**config.mk**
```make
export PLATFORM = sky130hd
export DESIGN_NAME = aasp_top
export DESIGN_NICKNAME = d
export VERILOG_FILES = /design/src/aasp_pkg.sv /design/src/aasp_top.sv
export SDC_FILE = /design/constraint.sdc
export NUM_CORES = 1
export LEC_CHECK = 0
export BUFFER_PORTS_ARGS = -buffer_cell sky130_fd_sc_hd__buf_2
export CAP_MARGIN = 0
export CORE_UTILIZATION = 50
export DETAILED_ROUTE_END_ITERATION = 12
export GPL_TIMING_DRIVEN = 0
export MAX_ROUTING_LAYER = met4
export PLACE_DENSITY = 0.77
export SYNTH_ARGS = -nofsm -noshare
export SYNTH_HDL_FRONTEND = slang
export SYNTH_SLANG_ARGS = --single-unit
```
**constraint.sdc**
```tcl
create_clock -name aclk -period 5.5 [get_ports aclk]
set_input_delay 1.1 -clock aclk [delete_from_list [all_inputs] [get_ports aclk]]
set_output_delay 1.1 -clock aclk [all_outputs]
set_load 0.01 [all_outputs]
```
**src/aasp_pkg.sv**
```systemverilog
// constants, types and helper functions for the audio serial output port
// assumes a single 100 MHz bus clock shared with the filter data source
package aasp_pkg;

  // register indices; byte address is four times the index
  localparam int         FMT_REG_IDX  = 7;
  localparam int         STAT_REG_IDX = 8;
  localparam logic [7:0] FMT_ADDR     = 8'(FMT_REG_IDX * 4);
  localparam logic [7:0] STAT_ADDR    = 8'(STAT_REG_IDX * 4);

  // control register layout
  localparam int         FMT_W       = 9;
  localparam int         F_FORMAT    = 0;
  localparam int         F_WLEN      = 2;
  localparam int         F_PHASE     = 4;
  localparam int         F_ROLE      = 6;
  localparam int         F_INV       = 7;
  localparam logic [8:0] FMT_RESET   = 9'h00a;
  localparam logic [8:0] FMT_WMASK   = 9'h0df;

  // status register layout
  localparam int         S_ALIGN     = 0;
  localparam int         S_ROLE      = 1;
  localparam int         S_WLEN      = 2;
  localparam int         S_SLOTLEN   = 8;

  localparam logic [1:0] RESP_OKAY   = 2'h0;
  localparam logic [1:0] RESP_SLVERR = 2'h2;

  typedef enum logic [1:0] {
    AASP_RJ  = 2'h0,
    AASP_LJ  = 2'h1,
    AASP_I2S = 2'h2,
    AASP_DSP = 2'h3
  } aasp_fmt_e;

  localparam logic [1:0] WL_24 = 2'h2;
  localparam logic [1:0] WL_32 = 2'h3;

  // master timing
  localparam longint CLK_HZ      = 100_000_000;
  localparam longint FS_HZ       = 48_000;
  localparam longint BCLK_PER_FS = 64;
  localparam int     BCLK_HALF   = int'(CLK_HZ / (2 * BCLK_PER_FS * FS_HZ));
  localparam logic [4:0] HALF_LAST = 5'(BCLK_HALF - 1);

  function automatic logic [6:0] wl_len(input logic [1:0] code);
    case (code)
      2'h0:    wl_len = 7'h10;
      2'h1:    wl_len = 7'h14;
      2'h2:    wl_len = 7'h18;
      default: wl_len = 7'h20;
    endcase
  endfunction

  // bit j (0 = msb) of a word of n bits built from a 24-bit sample
  function automatic logic word_bit(input logic [23:0] s, input logic [6:0] j, input logic [6:0] n);
    logic [31:0] w;
    w = {s, 8'h00};
    word_bit = (j < n) ? w[5'h1f - j[4:0]] : 1'b0;
  endfunction

endpackage

```
**src/aasp_top.sv**
```systemverilog
// serial audio output port with axi4-lite control register
// assumes link pins arrive asynchronous and are resolved outside from the enables
//
// Overview of operation
// - four formats, msb first, word lengths 16 to 32 bits
// - right justified with 32-bit setting falls back to 24-bit words
// - data bits change on the falling bit clock edge
// - left and right words share one data line, align clock selects channel
// - left justified: msb at first rising edge after align transition
// - i2s style: msb at second rising edge after align transition
// - right justified: lsb lands just before the next align transition
// - dsp: msb on first or second edge after sync rise, right follows left
// - align clock changes only on falling bit clock edges
// - master: align clock 50:50, bit clock at 64 times sample rate
// - format field bits 1:0, reset 10, selects the four formats
// - word length field bits 3:2, reset 10, selects 16/20/24/32
// - samples from 24-bit data, truncated for 16/20, zero padded for 32
// - bit 6 selects master (1) or slave (0)
// - bit 7 inverts the bit clock interpretation
// - data pin always output, low at reset and on leaving standby
// - master bit clock output defaults low
// - master timing derived from the local reference clock
//
// Design decision made here: the AXI4-Lite interface to the registers.
module aasp_top (
  input  wire logic        aclk,
  input  wire logic        aresetn,
  input  wire logic [7:0]  s_axi_awaddr,
  input  wire logic        s_axi_awvalid,
  output logic             s_axi_awready,
  input  wire logic [31:0] s_axi_wdata,
  input  wire logic [3:0]  s_axi_wstrb,
  input  wire logic        s_axi_wvalid,
  output logic             s_axi_wready,
  output logic [1:0]       s_axi_bresp,
  output logic             s_axi_bvalid,
  input  wire logic        s_axi_bready,
  input  wire logic [7:0]  s_axi_araddr,
  input  wire logic        s_axi_arvalid,
  output logic             s_axi_arready,
  output logic [31:0]      s_axi_rdata,
  output logic [1:0]       s_axi_rresp,
  output logic             s_axi_rvalid,
  input  wire logic        s_axi_rready,
  input  wire logic [23:0] left_sample,
  input  wire logic [23:0] right_sample,
  input  wire logic        standby,
  input  wire logic        bitclk_in,
  output logic             bitclk_out,
  output logic             bitclk_oe,
  input  wire logic        channel_align_clock_in,
  output logic             channel_align_clock_out,
  output logic             channel_align_clock_oe,
  output logic             serial_sample_out
);

  logic [8:0]  fmt_r;
  logic [7:0]  awaddr_r;
  logic [31:0] wdata_r;
  logic [3:0]  wstrb_r;
  logic        aw_held_r;
  logic        w_held_r;
  logic        awready_r;
  logic        wready_r;
  logic        bvalid_r;
  logic [1:0]  bresp_r;
  logic        arready_r;
  logic        rvalid_r;
  logic [31:0] rdata_r;
  logic [1:0]  rresp_r;

  // bus slave: address and data taken in either order, one write at a time
  wire aw_take   = s_axi_awvalid && awready_r;
  wire w_take    = s_axi_wvalid && wready_r;
  wire aw_have   = aw_held_r || aw_take;
  wire w_have    = w_held_r || w_take;
  wire [7:0]  wa = aw_held_r ? awaddr_r : s_axi_awaddr;
  wire [31:0] wd = w_held_r ? wdata_r : s_axi_wdata;
  wire [3:0]  ws = w_held_r ? wstrb_r : s_axi_wstrb;
  wire do_write  = aw_have && w_have && !bvalid_r;
  wire wr_fmt    = do_write && (wa == aasp_pkg::FMT_ADDR);
  wire wr_stat   = do_write && (wa == aasp_pkg::STAT_ADDR);
  wire b_done    = bvalid_r && s_axi_bready;
  wire ar_take   = s_axi_arvalid && arready_r;
  wire r_done    = rvalid_r && s_axi_rready;

  // byte lane 1 reaches only bit 8, which stays zero like bit 5
  wire [8:0] strb_mask = {ws[1], {8{ws[0]}}} & aasp_pkg::FMT_WMASK;
  wire [8:0] fmt_nxt   = (fmt_r & ~strb_mask) | (wd[8:0] & strb_mask);

  // a write takes effect at once; software must hold the link idle while it changes
  always_ff @(posedge aclk) begin
    if (!aresetn) begin
      fmt_r <= aasp_pkg::FMT_RESET;
    end else if (wr_fmt) begin
      fmt_r <= fmt_nxt;
    end
  end

  always_ff @(posedge aclk) begin
    if (!aresetn) begin
      aw_held_r <= 1'b0;
      awready_r <= 1'b1;
      awaddr_r  <= 8'h00;
    end else if (do_write) begin
      aw_held_r <= 1'b0;
      awready_r <= 1'b0;
    end else if (aw_take) begin
      aw_held_r <= 1'b1;
      awready_r <= 1'b0;
      awaddr_r  <= s_axi_awaddr;
    end else if (b_done) begin
      awready_r <= 1'b1;
    end
  end

  always_ff @(posedge aclk) begin
    if (!aresetn) begin
      w_held_r <= 1'b0;
      wready_r <= 1'b1;
      wdata_r  <= 32'h0000_0000;
      wstrb_r  <= 4'h0;
    end else if (do_write) begin
      w_held_r <= 1'b0;
      wready_r <= 1'b0;
    end else if (w_take) begin
      w_held_r <= 1'b1;
      wready_r <= 1'b0;
      wdata_r  <= s_axi_wdata;
      wstrb_r  <= s_axi_wstrb;
    end else if (b_done) begin
      wready_r <= 1'b1;
    end
  end

  // status register is read only; a write to it is answered okay and dropped
  always_ff @(posedge aclk) begin
    if (!aresetn) begin
      bvalid_r <= 1'b0;
      bresp_r  <= aasp_pkg::RESP_OKAY;
    end else if (do_write) begin
      bvalid_r <= 1'b1;
      bresp_r  <= (wr_fmt || wr_stat) ? aasp_pkg::RESP_OKAY : aasp_pkg::RESP_SLVERR;
    end else if (b_done) begin
      bvalid_r <= 1'b0;
    end
  end

  // link pin synchronisers: bit 1 align clock, bit 0 bit clock
  // filt_r moves only when the second and third stages agree, so a one-cycle glitch makes no edge
  logic [1:0] sy1_r;
  logic [1:0] sy2_r;
  logic [1:0] sy3_r;
  logic [1:0] filt_r;

  always_ff @(posedge aclk) begin
    if (!aresetn) begin
      sy1_r  <= 2'h0;
      sy2_r  <= 2'h0;
      sy3_r  <= 2'h0;
      filt_r <= 2'h0;
    end else begin
      sy1_r  <= {channel_align_clock_in, bitclk_in};
      sy2_r  <= sy1_r;
      sy3_r  <= sy2_r;
      filt_r <= (sy2_r & sy3_r) | (filt_r & (sy2_r | sy3_r));
    end
  end

  wire [1:0] fmt_f   = fmt_r[aasp_pkg::F_FORMAT +: 2];
  wire [1:0] wl_f    = fmt_r[aasp_pkg::F_WLEN +: 2];
  wire       phase_f = fmt_r[aasp_pkg::F_PHASE];
  wire       master  = fmt_r[aasp_pkg::F_ROLE];
  wire       inv     = fmt_r[aasp_pkg::F_INV];
  wire       is_dsp  = (fmt_f == aasp_pkg::AASP_DSP);
  wire       is_rj   = (fmt_f == aasp_pkg::AASP_RJ);

  wire [1:0] wl_eff  = (is_rj && wl_f == aasp_pkg::WL_32) ? aasp_pkg::WL_24 : wl_f;
  wire [6:0] n_len   = aasp_pkg::wl_len(wl_eff);

  // master clock generator, runs off the local reference only
  // the half period rounds down, so the master sample rate runs slightly above nominal
  logic [4:0] div_r;
  logic       gen_r;
  logic [5:0] pos_r;
  logic       lrc_m_r;

  wire half_tick = (div_r == aasp_pkg::HALF_LAST);
  wire run_gen   = master && !standby;

  always_ff @(posedge aclk) begin
    if (!aresetn || !run_gen) begin
      div_r <= 5'h00;
      gen_r <= 1'b0;
    end else if (half_tick) begin
      div_r <= 5'h00;
      gen_r <= !gen_r;
    end else begin
      div_r <= div_r + 5'h01;
    end
  end

  // effective bit clock after role mux and inversion
  // a slave launch lags the pin edge by four or five aclk through the synchroniser,
  // so at high bit clock rates the controller must sample late in the bit period
  wire bc_eff = (master ? gen_r : filt_r[0]) ^ inv;
  logic bc_prev_r;
  wire  launch = bc_prev_r && !bc_eff;

  // pos_r starts one short of zero so the first launch opens a low align phase
  wire [5:0] pos_nxt   = pos_r + 6'h01;
  wire       lrc_m_nxt = pos_nxt[5]; // 32 periods high, 32 low
  wire       lrc_now   = master ? lrc_m_nxt : filt_r[1];

  always_ff @(posedge aclk) begin
    if (!aresetn || !run_gen) begin
      pos_r   <= 6'h3f;
      lrc_m_r <= 1'b0;
    end else if (launch) begin
      pos_r   <= pos_nxt;
      lrc_m_r <= lrc_m_nxt;
    end
  end

  // slot tracking
  logic       lrc_prev_r;
  logic [6:0] cnt_r;
  logic [6:0] last_len_r;
  logic [23:0] hold_l_r;
  logic [23:0] hold_r_r;
  logic        data_r;

  wire lrc_edge  = (lrc_now != lrc_prev_r);
  wire lrc_rise  = lrc_edge && lrc_now;
  wire slot_new  = is_dsp ? lrc_rise : lrc_edge;
  wire [6:0] cnt_inc = (cnt_r == 7'h7f) ? cnt_r : cnt_r + 7'h01;
  wire [6:0] k       = slot_new ? 7'h00 : cnt_inc;

  // i2s puts left on the low phase, justified formats on the high phase
  wire left_lvl = (fmt_f != aasp_pkg::AASP_I2S);
  wire is_left  = (lrc_now == left_lvl);
  // both samples are latched together so a left/right pair never straddles a filter update
  wire capture  = slot_new && (is_dsp || is_left);
  wire [23:0] smp_l = capture ? left_sample : hold_l_r;
  wire [23:0] smp_r = capture ? right_sample : hold_r_r;

  // start offset of the word inside the slot
  // right justified needs the slot length before the slot ends; it trusts the previous one,
  // so a slave slot that changes length shifts the word for one slot
  wire [6:0] rj_st = (last_len_r > n_len) ? last_len_r - n_len : 7'h00;
  wire [6:0] st    = (fmt_f == aasp_pkg::AASP_LJ)  ? 7'h00 :
                     (fmt_f == aasp_pkg::AASP_I2S) ? 7'h01 :
                     is_dsp ? {6'h00, phase_f} : rj_st;
  wire       in_word = (k >= st);
  wire [6:0] j       = k - st;

  // dsp packs the right word straight after the left one
  wire       dsp_rt  = (j >= n_len);
  wire [6:0] j_dsp   = dsp_rt ? j - n_len : j;
  wire       bit_dsp = dsp_rt ? aasp_pkg::word_bit(smp_r, j_dsp, n_len) : aasp_pkg::word_bit(smp_l, j_dsp, n_len);
  wire       bit_std = is_left ? aasp_pkg::word_bit(smp_l, j, n_len) : aasp_pkg::word_bit(smp_r, j, n_len);
  // word_bit gives zero past the word: truncation and padding both follow from it
  wire       bit_nxt = in_word && (is_dsp ? bit_dsp : bit_std);

  always_ff @(posedge aclk) begin
    if (!aresetn) begin
      bc_prev_r <= 1'b0;
    end else begin
      bc_prev_r <= bc_eff;
    end
  end

  // a slave rj slot shorter than the word simply starts at bit 0 and cuts the tail
  always_ff @(posedge aclk) begin
    if (!aresetn || standby) begin
      lrc_prev_r <= 1'b0;
      cnt_r      <= 7'h7f;
      last_len_r <= 7'h20;
      data_r     <= 1'b0;
    end else if (launch) begin
      lrc_prev_r <= lrc_now;
      cnt_r      <= k;
      data_r     <= bit_nxt;
      if (lrc_edge && !is_dsp) begin
        last_len_r <= cnt_inc;
      end
    end
  end

  // the right word is sent after the left slot has moved on, so both are held here
  always_ff @(posedge aclk) begin
    if (!aresetn) begin
      hold_l_r <= 24'h000000;
      hold_r_r <= 24'h000000;
    end else if (launch && capture) begin
      hold_l_r <= left_sample;
      hold_r_r <= right_sample;
    end
  end

  // read side
  // reads have no side effects; a slow rready only delays the next read
  wire [31:0] stat_word = {17'h00000, last_len_r, 4'h0, wl_eff, master, lrc_prev_r};
  wire        rd_fmt    = (s_axi_araddr == aasp_pkg::FMT_ADDR);
  wire        rd_stat   = (s_axi_araddr == aasp_pkg::STAT_ADDR);
  wire [31:0] rd_word   = rd_fmt  ? {23'h000000, fmt_r} :
                          rd_stat ? stat_word : 32'h0000_0000;
  wire        rd_hit    = rd_fmt || rd_stat;

  always_ff @(posedge aclk) begin
    if (!aresetn) begin
      arready_r <= 1'b1;
      rvalid_r  <= 1'b0;
      rdata_r   <= 32'h0000_0000;
      rresp_r   <= aasp_pkg::RESP_OKAY;
    end else if (ar_take) begin
      arready_r <= 1'b0;
      rvalid_r  <= 1'b1;
      rdata_r   <= rd_word;
      rresp_r   <= rd_hit ? aasp_pkg::RESP_OKAY : aasp_pkg::RESP_SLVERR;
    end else if (r_done) begin
      arready_r <= 1'b1;
      rvalid_r  <= 1'b0;
    end
  end

  assign s_axi_awready           = awready_r;
  assign s_axi_wready            = wready_r;
  assign s_axi_bvalid            = bvalid_r;
  assign s_axi_bresp             = bresp_r;
  assign s_axi_arready           = arready_r;
  assign s_axi_rvalid            = rvalid_r;
  assign s_axi_rdata             = rdata_r;
  assign s_axi_rresp             = rresp_r;
  assign bitclk_out              = gen_r;
  assign bitclk_oe               = fmt_r[aasp_pkg::F_ROLE];
  assign channel_align_clock_out = lrc_m_r;
  assign channel_align_clock_oe  = fmt_r[aasp_pkg::F_ROLE];
  assign serial_sample_out       = data_r;

endmodule

```
**Yosys cells after proc, flatten, opt, wreduce, memory -nomap -nowiden**

Cells that the tools add are included.

- Reductions and logical operators: 42
- Magnitude comparators: 7
- Muxes and demuxes: 47
- Shift operators: 0
- Div/mod/pow operators: 0
- Eq/ne operators: 15
- $add $sub $neg: 8
- Multiply operators: 0
- Bitwise logic cells: 11

Operators by type and width:

| kind | count |
|---|---|
| two-way mux 7 bit | 7 |
| two-way mux 24 bit | 2 |
| two-way mux 15 bit | 2 |
| two-way mux 1 bit | 26 |
| subtractor 7 bit | 3 |
| binary-select mux 1 bit (select 5 bit) | 4 |
| one-hot mux 6 bit (3 select lines) | 1 |
| logical AND 1 bit | 17 |
| == test 8 x 5 -> 1 bit, second input constant | 2 |
| == test 8 x 6 -> 1 bit, second input constant | 2 |
| greater-or-equal comparator 7 bit | 2 |
| less-than comparator 7 bit | 2 |
| less-than comparator 5 x 6 -> 1 bit, second input constant | 2 |
| subtractor 5 bit, first input constant | 2 |
| AND 9 x 8 -> 9 bit | 1 |
| AND 9 bit | 1 |
| two-way mux 9 bit | 1 |
| NOT 8 -> 9 bit | 1 |
| bitwise OR 9 bit | 1 |
| == test 2 bit, second input constant | 4 |
| two-way mux 8 bit | 1 |
| adder 7 x 1 -> 7 bit, second input constant | 1 |
| == test 7 bit, second input constant | 1 |
| > comparator 7 bit | 1 |
| other kinds (19) | 43 |

- Bits in latches: 0
- Output and inout bits: 46
- Word-level logic and storage cells: 159
- Memories kept: 0
- Input bits: 110
- Flip-flop bits (word level): 156
- Memory bits (read-only): 0
- Bits in writable memories: 0

**Longest topological paths before layout**

- Depth in word-level cells: 20
- Depth in mapped cells: 32

**Worst setup path after synthesis**

Ideal clock, no wire load.

- Path type: register -> register
- Start point: reg (tool-made name)
- End point: reg data_r (netlist: serial_sample_out)
- Arrival: 5.629 ns
- Buffers on the path: 2
- Clock period less this slack: 5.725 ns
- Required time: 5.404 ns
- Setup slack: -0.225 ns
- Stages on the path, launching flop included: 29
- Path through: dfxtp_1 > clkbuf_1 > o21ai_0 > nand2_1 > ha_1 > a21oi_1 > nor2_1 > nor2_1 > a21oi_1 > a21oi_1 > a31oi_1 > nor2_1 > nor3_1 > nand2_1 > fa_1 > xor2_1 > clkinv_1 > ha_1 > clkbuf_2 > nand4_1 > o21bai_1 > a21o_1 > a21oi_1 > ha_1 > nor4b_1 > nor3_1 > a32oi_1 > a41oi_2 > o41ai_2

RTL lines:

| what | RTL line | RTL |
|---|---|---|
| end signal: assignment | aasp_top.sv:283 | `data_r <= bit_nxt;` |
| end: declaration | aasp_top.sv:231 | `logic data_r;` |

==> results.cfg <==
[outcome]
outcome = finished, final reports clean

[yosys]
ys_seq_area_frac = 0.354
synth_common_cells = 165 x nand2_1, 132 x dfxtp_1, 63 x a21boi_0
synth.area.top_cells = dfxtp_1 35%, nand2_1 8.3%, a21boi_0 6.3%, mux2i_1 5.5%, ha_1 3.4%
netlist_instances = 871
synth_top_area_cell = dfxtp_1
synth.most_common_cell = nand2_1
synth_top_cell_area_share = 0.354
yosys_warnings = 0
synth_ff_type = dfxtp_1
ys_ff_latch = 132
avgSynthCellArea_um2 = 8.56
syn_area_um2 = 7460
netlist-cell-type-count = 73
synth_edf_count = 0
async_reset_ff_frac = 0

[grt]
met2_usage = 0.403
grt_pass1_vias = 6044
grt_util_met1 = 0.333
antenna_found_initial = 3
grt_pass1_wl_um = 30200
overflow = 0
grt.total_usage = 0.263
use_met3 = 0.0536
grt_start_max_net_pins = 17
busiest_layer = met2

[floorplan]
pin_count = 156
fp.dieH_um = 124
die_w_um = 124
core_um2 = 14500
initial_core_util = 0.513
rows = 44
die_area_um2 = 15400

[sta]
period_minus_slack_ns = 5.37
finalSetupViolCount = 0
worstMarginPinSlew_ns = 1.03
holdWs_ns = 0.435
clock_skew_ns = 0.00749
slew_violations = 0
fin_crit_sh = 0.976
timing_hold_violations_final = 0
relSlewSlack = 0.313
clock.fmax_mhz = 186

[setup_path]
end_kind = flip-flop
path_max_fanout = 5
crit_slowest_cell = dfxtp_4
worstPathArrival_ns = 5.71
crit_family = compound AO/OA/AOI/OAI gates
critPathMaxStageDelay_ns = 0.36
path_buf_inv = 0
crit_required_ns = 5.84
critPathLaunchType = flip-flop
path_class = reg2reg

[power]
power.density_nw_per_um2 = 252
finalPower_mw = 2.36
p_leak_nw = 3.80
ir_drop_mv = 0.200

[final_layout]
fill_cells = 1238
area_delta_synth_final_pct = 25.6
drive_gt1_frac = 0.249
finalNetCount = 1170
final_cells = 1237

[route]
ant_nets = 0
routed_wl_um = 19200
post-route-drc-count = 0
drt_iter0_drc = 480
via_per_inst = 5.51
vias = 6821
wl_per_cell_um = 15.5
first_pass_iters = 5

[cts]
clockBufferDepth = 2
hold_buffers = 0
root_buffer = clkbuf_16
numCtsBuffers = 17
tritoncts = done
htree_num_levels = 4
clock-sinks = 132
insertion_delay_ns = 0.43
clkTransAtPathRegs_ns = 0.06

[run]
drv_cap = 0

[min_path]
hold_class = reg2reg

[place]
gp_congestion = 0.916
place_hpwl_um = 13400
port_buffers = 107
dp_cells = 1181
==> per-stage QoR <==
stage | setup slack (ns) | setup TNS, ns | cell area (um^2) | util
3_5_place_dp | -0.928 | -0.928 | 8320 | 0.572
5_1_grt | -0.105 | -0.105 | 9370 | 0.645
3_3_place_gp | -0.917 | -0.917 | 8320 | 0.572
6_report | 0.131 | 0 | 9370 | 0.645
4_1_cts | 0.00287 | 0 | 9070 | 0.624
2_1_floorplan | 0.0128 | 0 | 7550 | -
==> worst paths after layout <==
kind | startpoint | to | slack (ns) | cells past startpoint
max | flip-flop | serial_sample_out | 0.13 | 29
min | sy1_r[1] | sy2_r[1] | 0.43 | 1
max reg2reg | flip-flop | serial_sample_out | 0.13 | 29
min reg2reg | sy1_r[1] | sy2_r[1] | 0.43 | 1
==> logic make-up after synthesis <==
| group | count (synthesis) | share of synthesized area |
|---|---|---|
| other cells | 1 | 0.000503 |
| flops | 132 | 0.354 |
| buf+inv | 89 | 0.0596 |
| mux | 64 | 0.114 |
| fa+ha+maj | 24 | 0.0430 |
| compound gates | 191 | 0.183 |
| xor+xnor | 22 | 0.0258 |
| simple gates | 348 | 0.220 |
==> area by class of cell <==
| type | count | area (um^2) | share of cell area |
|---|---|---|---|
| timing repair buffer | 131 | 716 | 0.0764 |
| tap | 184 | 230 | 0.0246 |
| clock buffer | 17 | 425 | 0.0454 |
| inverter | 21 | 81.3 | 0.00868 |
| multi-input combinational | 669 | 4700 | 0.501 |
| sequential | 132 | 2660 | 0.284 |
| clock inverter | 15 | 194 | 0.0207 |
| buffer | 65 | 362 | 0.0386 |
| antenna | 3 | 7.51 | 0.000801 |
==> power by group <==
group | internal [mW] | switching (mW) | leakage [nW]
combinational | 0.0858 | 0.0931 | 2.43
clock | 0.726 | 0.469 | 0.304
sequential | 0.972 | 0.0117 | 1.07
total | 1.78 | 0.573 | 3.80
==> layer usage <==
layer,routed length (um),part of all wire,up-vias
li1,-,-,3380
met4,485,0.025,0
met2,9150,0.48,225
met3,1220,0.063,41
met5,0,0,-
met1,8310,0.43,3175
==> worst register-to-register path, delay by kind of cell, from the launching register on <==
kind                     cells  cell delay, ns
AND/OR/NAND/NOR             11            1.67
flip-flops                   1            0.36
adder cells (fa/ha/maj)      4            0.93
AO/OA/AOI/OAI               14            2.34
==> state kept, by name, indices dropped and copies added, names as in the netlist, 2 cells and up, named ones only <==
register,count
filt_r,2
div_r,5
last_len_r,7
sy3_r,2
sy2_r,2
awaddr_r,8
wdata_r,7
hold_l_r,24
s_axi_rdata,14
hold_r_r,24
sy1_r,2
cnt_r,7
pos_r,6
==> cells in the final DEF, fill, tap and decap left out, drive strengths merged, types with 10 or more instances in the layout <==
master  synthesis  routed
nor2b          29      29
ha             20      20
xor2           10      10
xnor2          12      12
nand3          24      24
clkbuf         41      54
nand2         165     165
dfxtp         132     132
nand2b         11      11
a21oi          29      29
o21ai          25      25
mux2i          41      41
mux4           14      14
conb            1      20
and2           16      16
nor3           18      18
a21boi         63      63
inv            20      28
buf            27     159
nor2           45      45
==> repair_timing <==
item                                    CTS  global route
pin swaps                                 9            21
gates resized for setup                  19            45
buffers inserted                         10            14
endpoints found under the setup margin    1             1
Power figures use the tool's default switching activity.
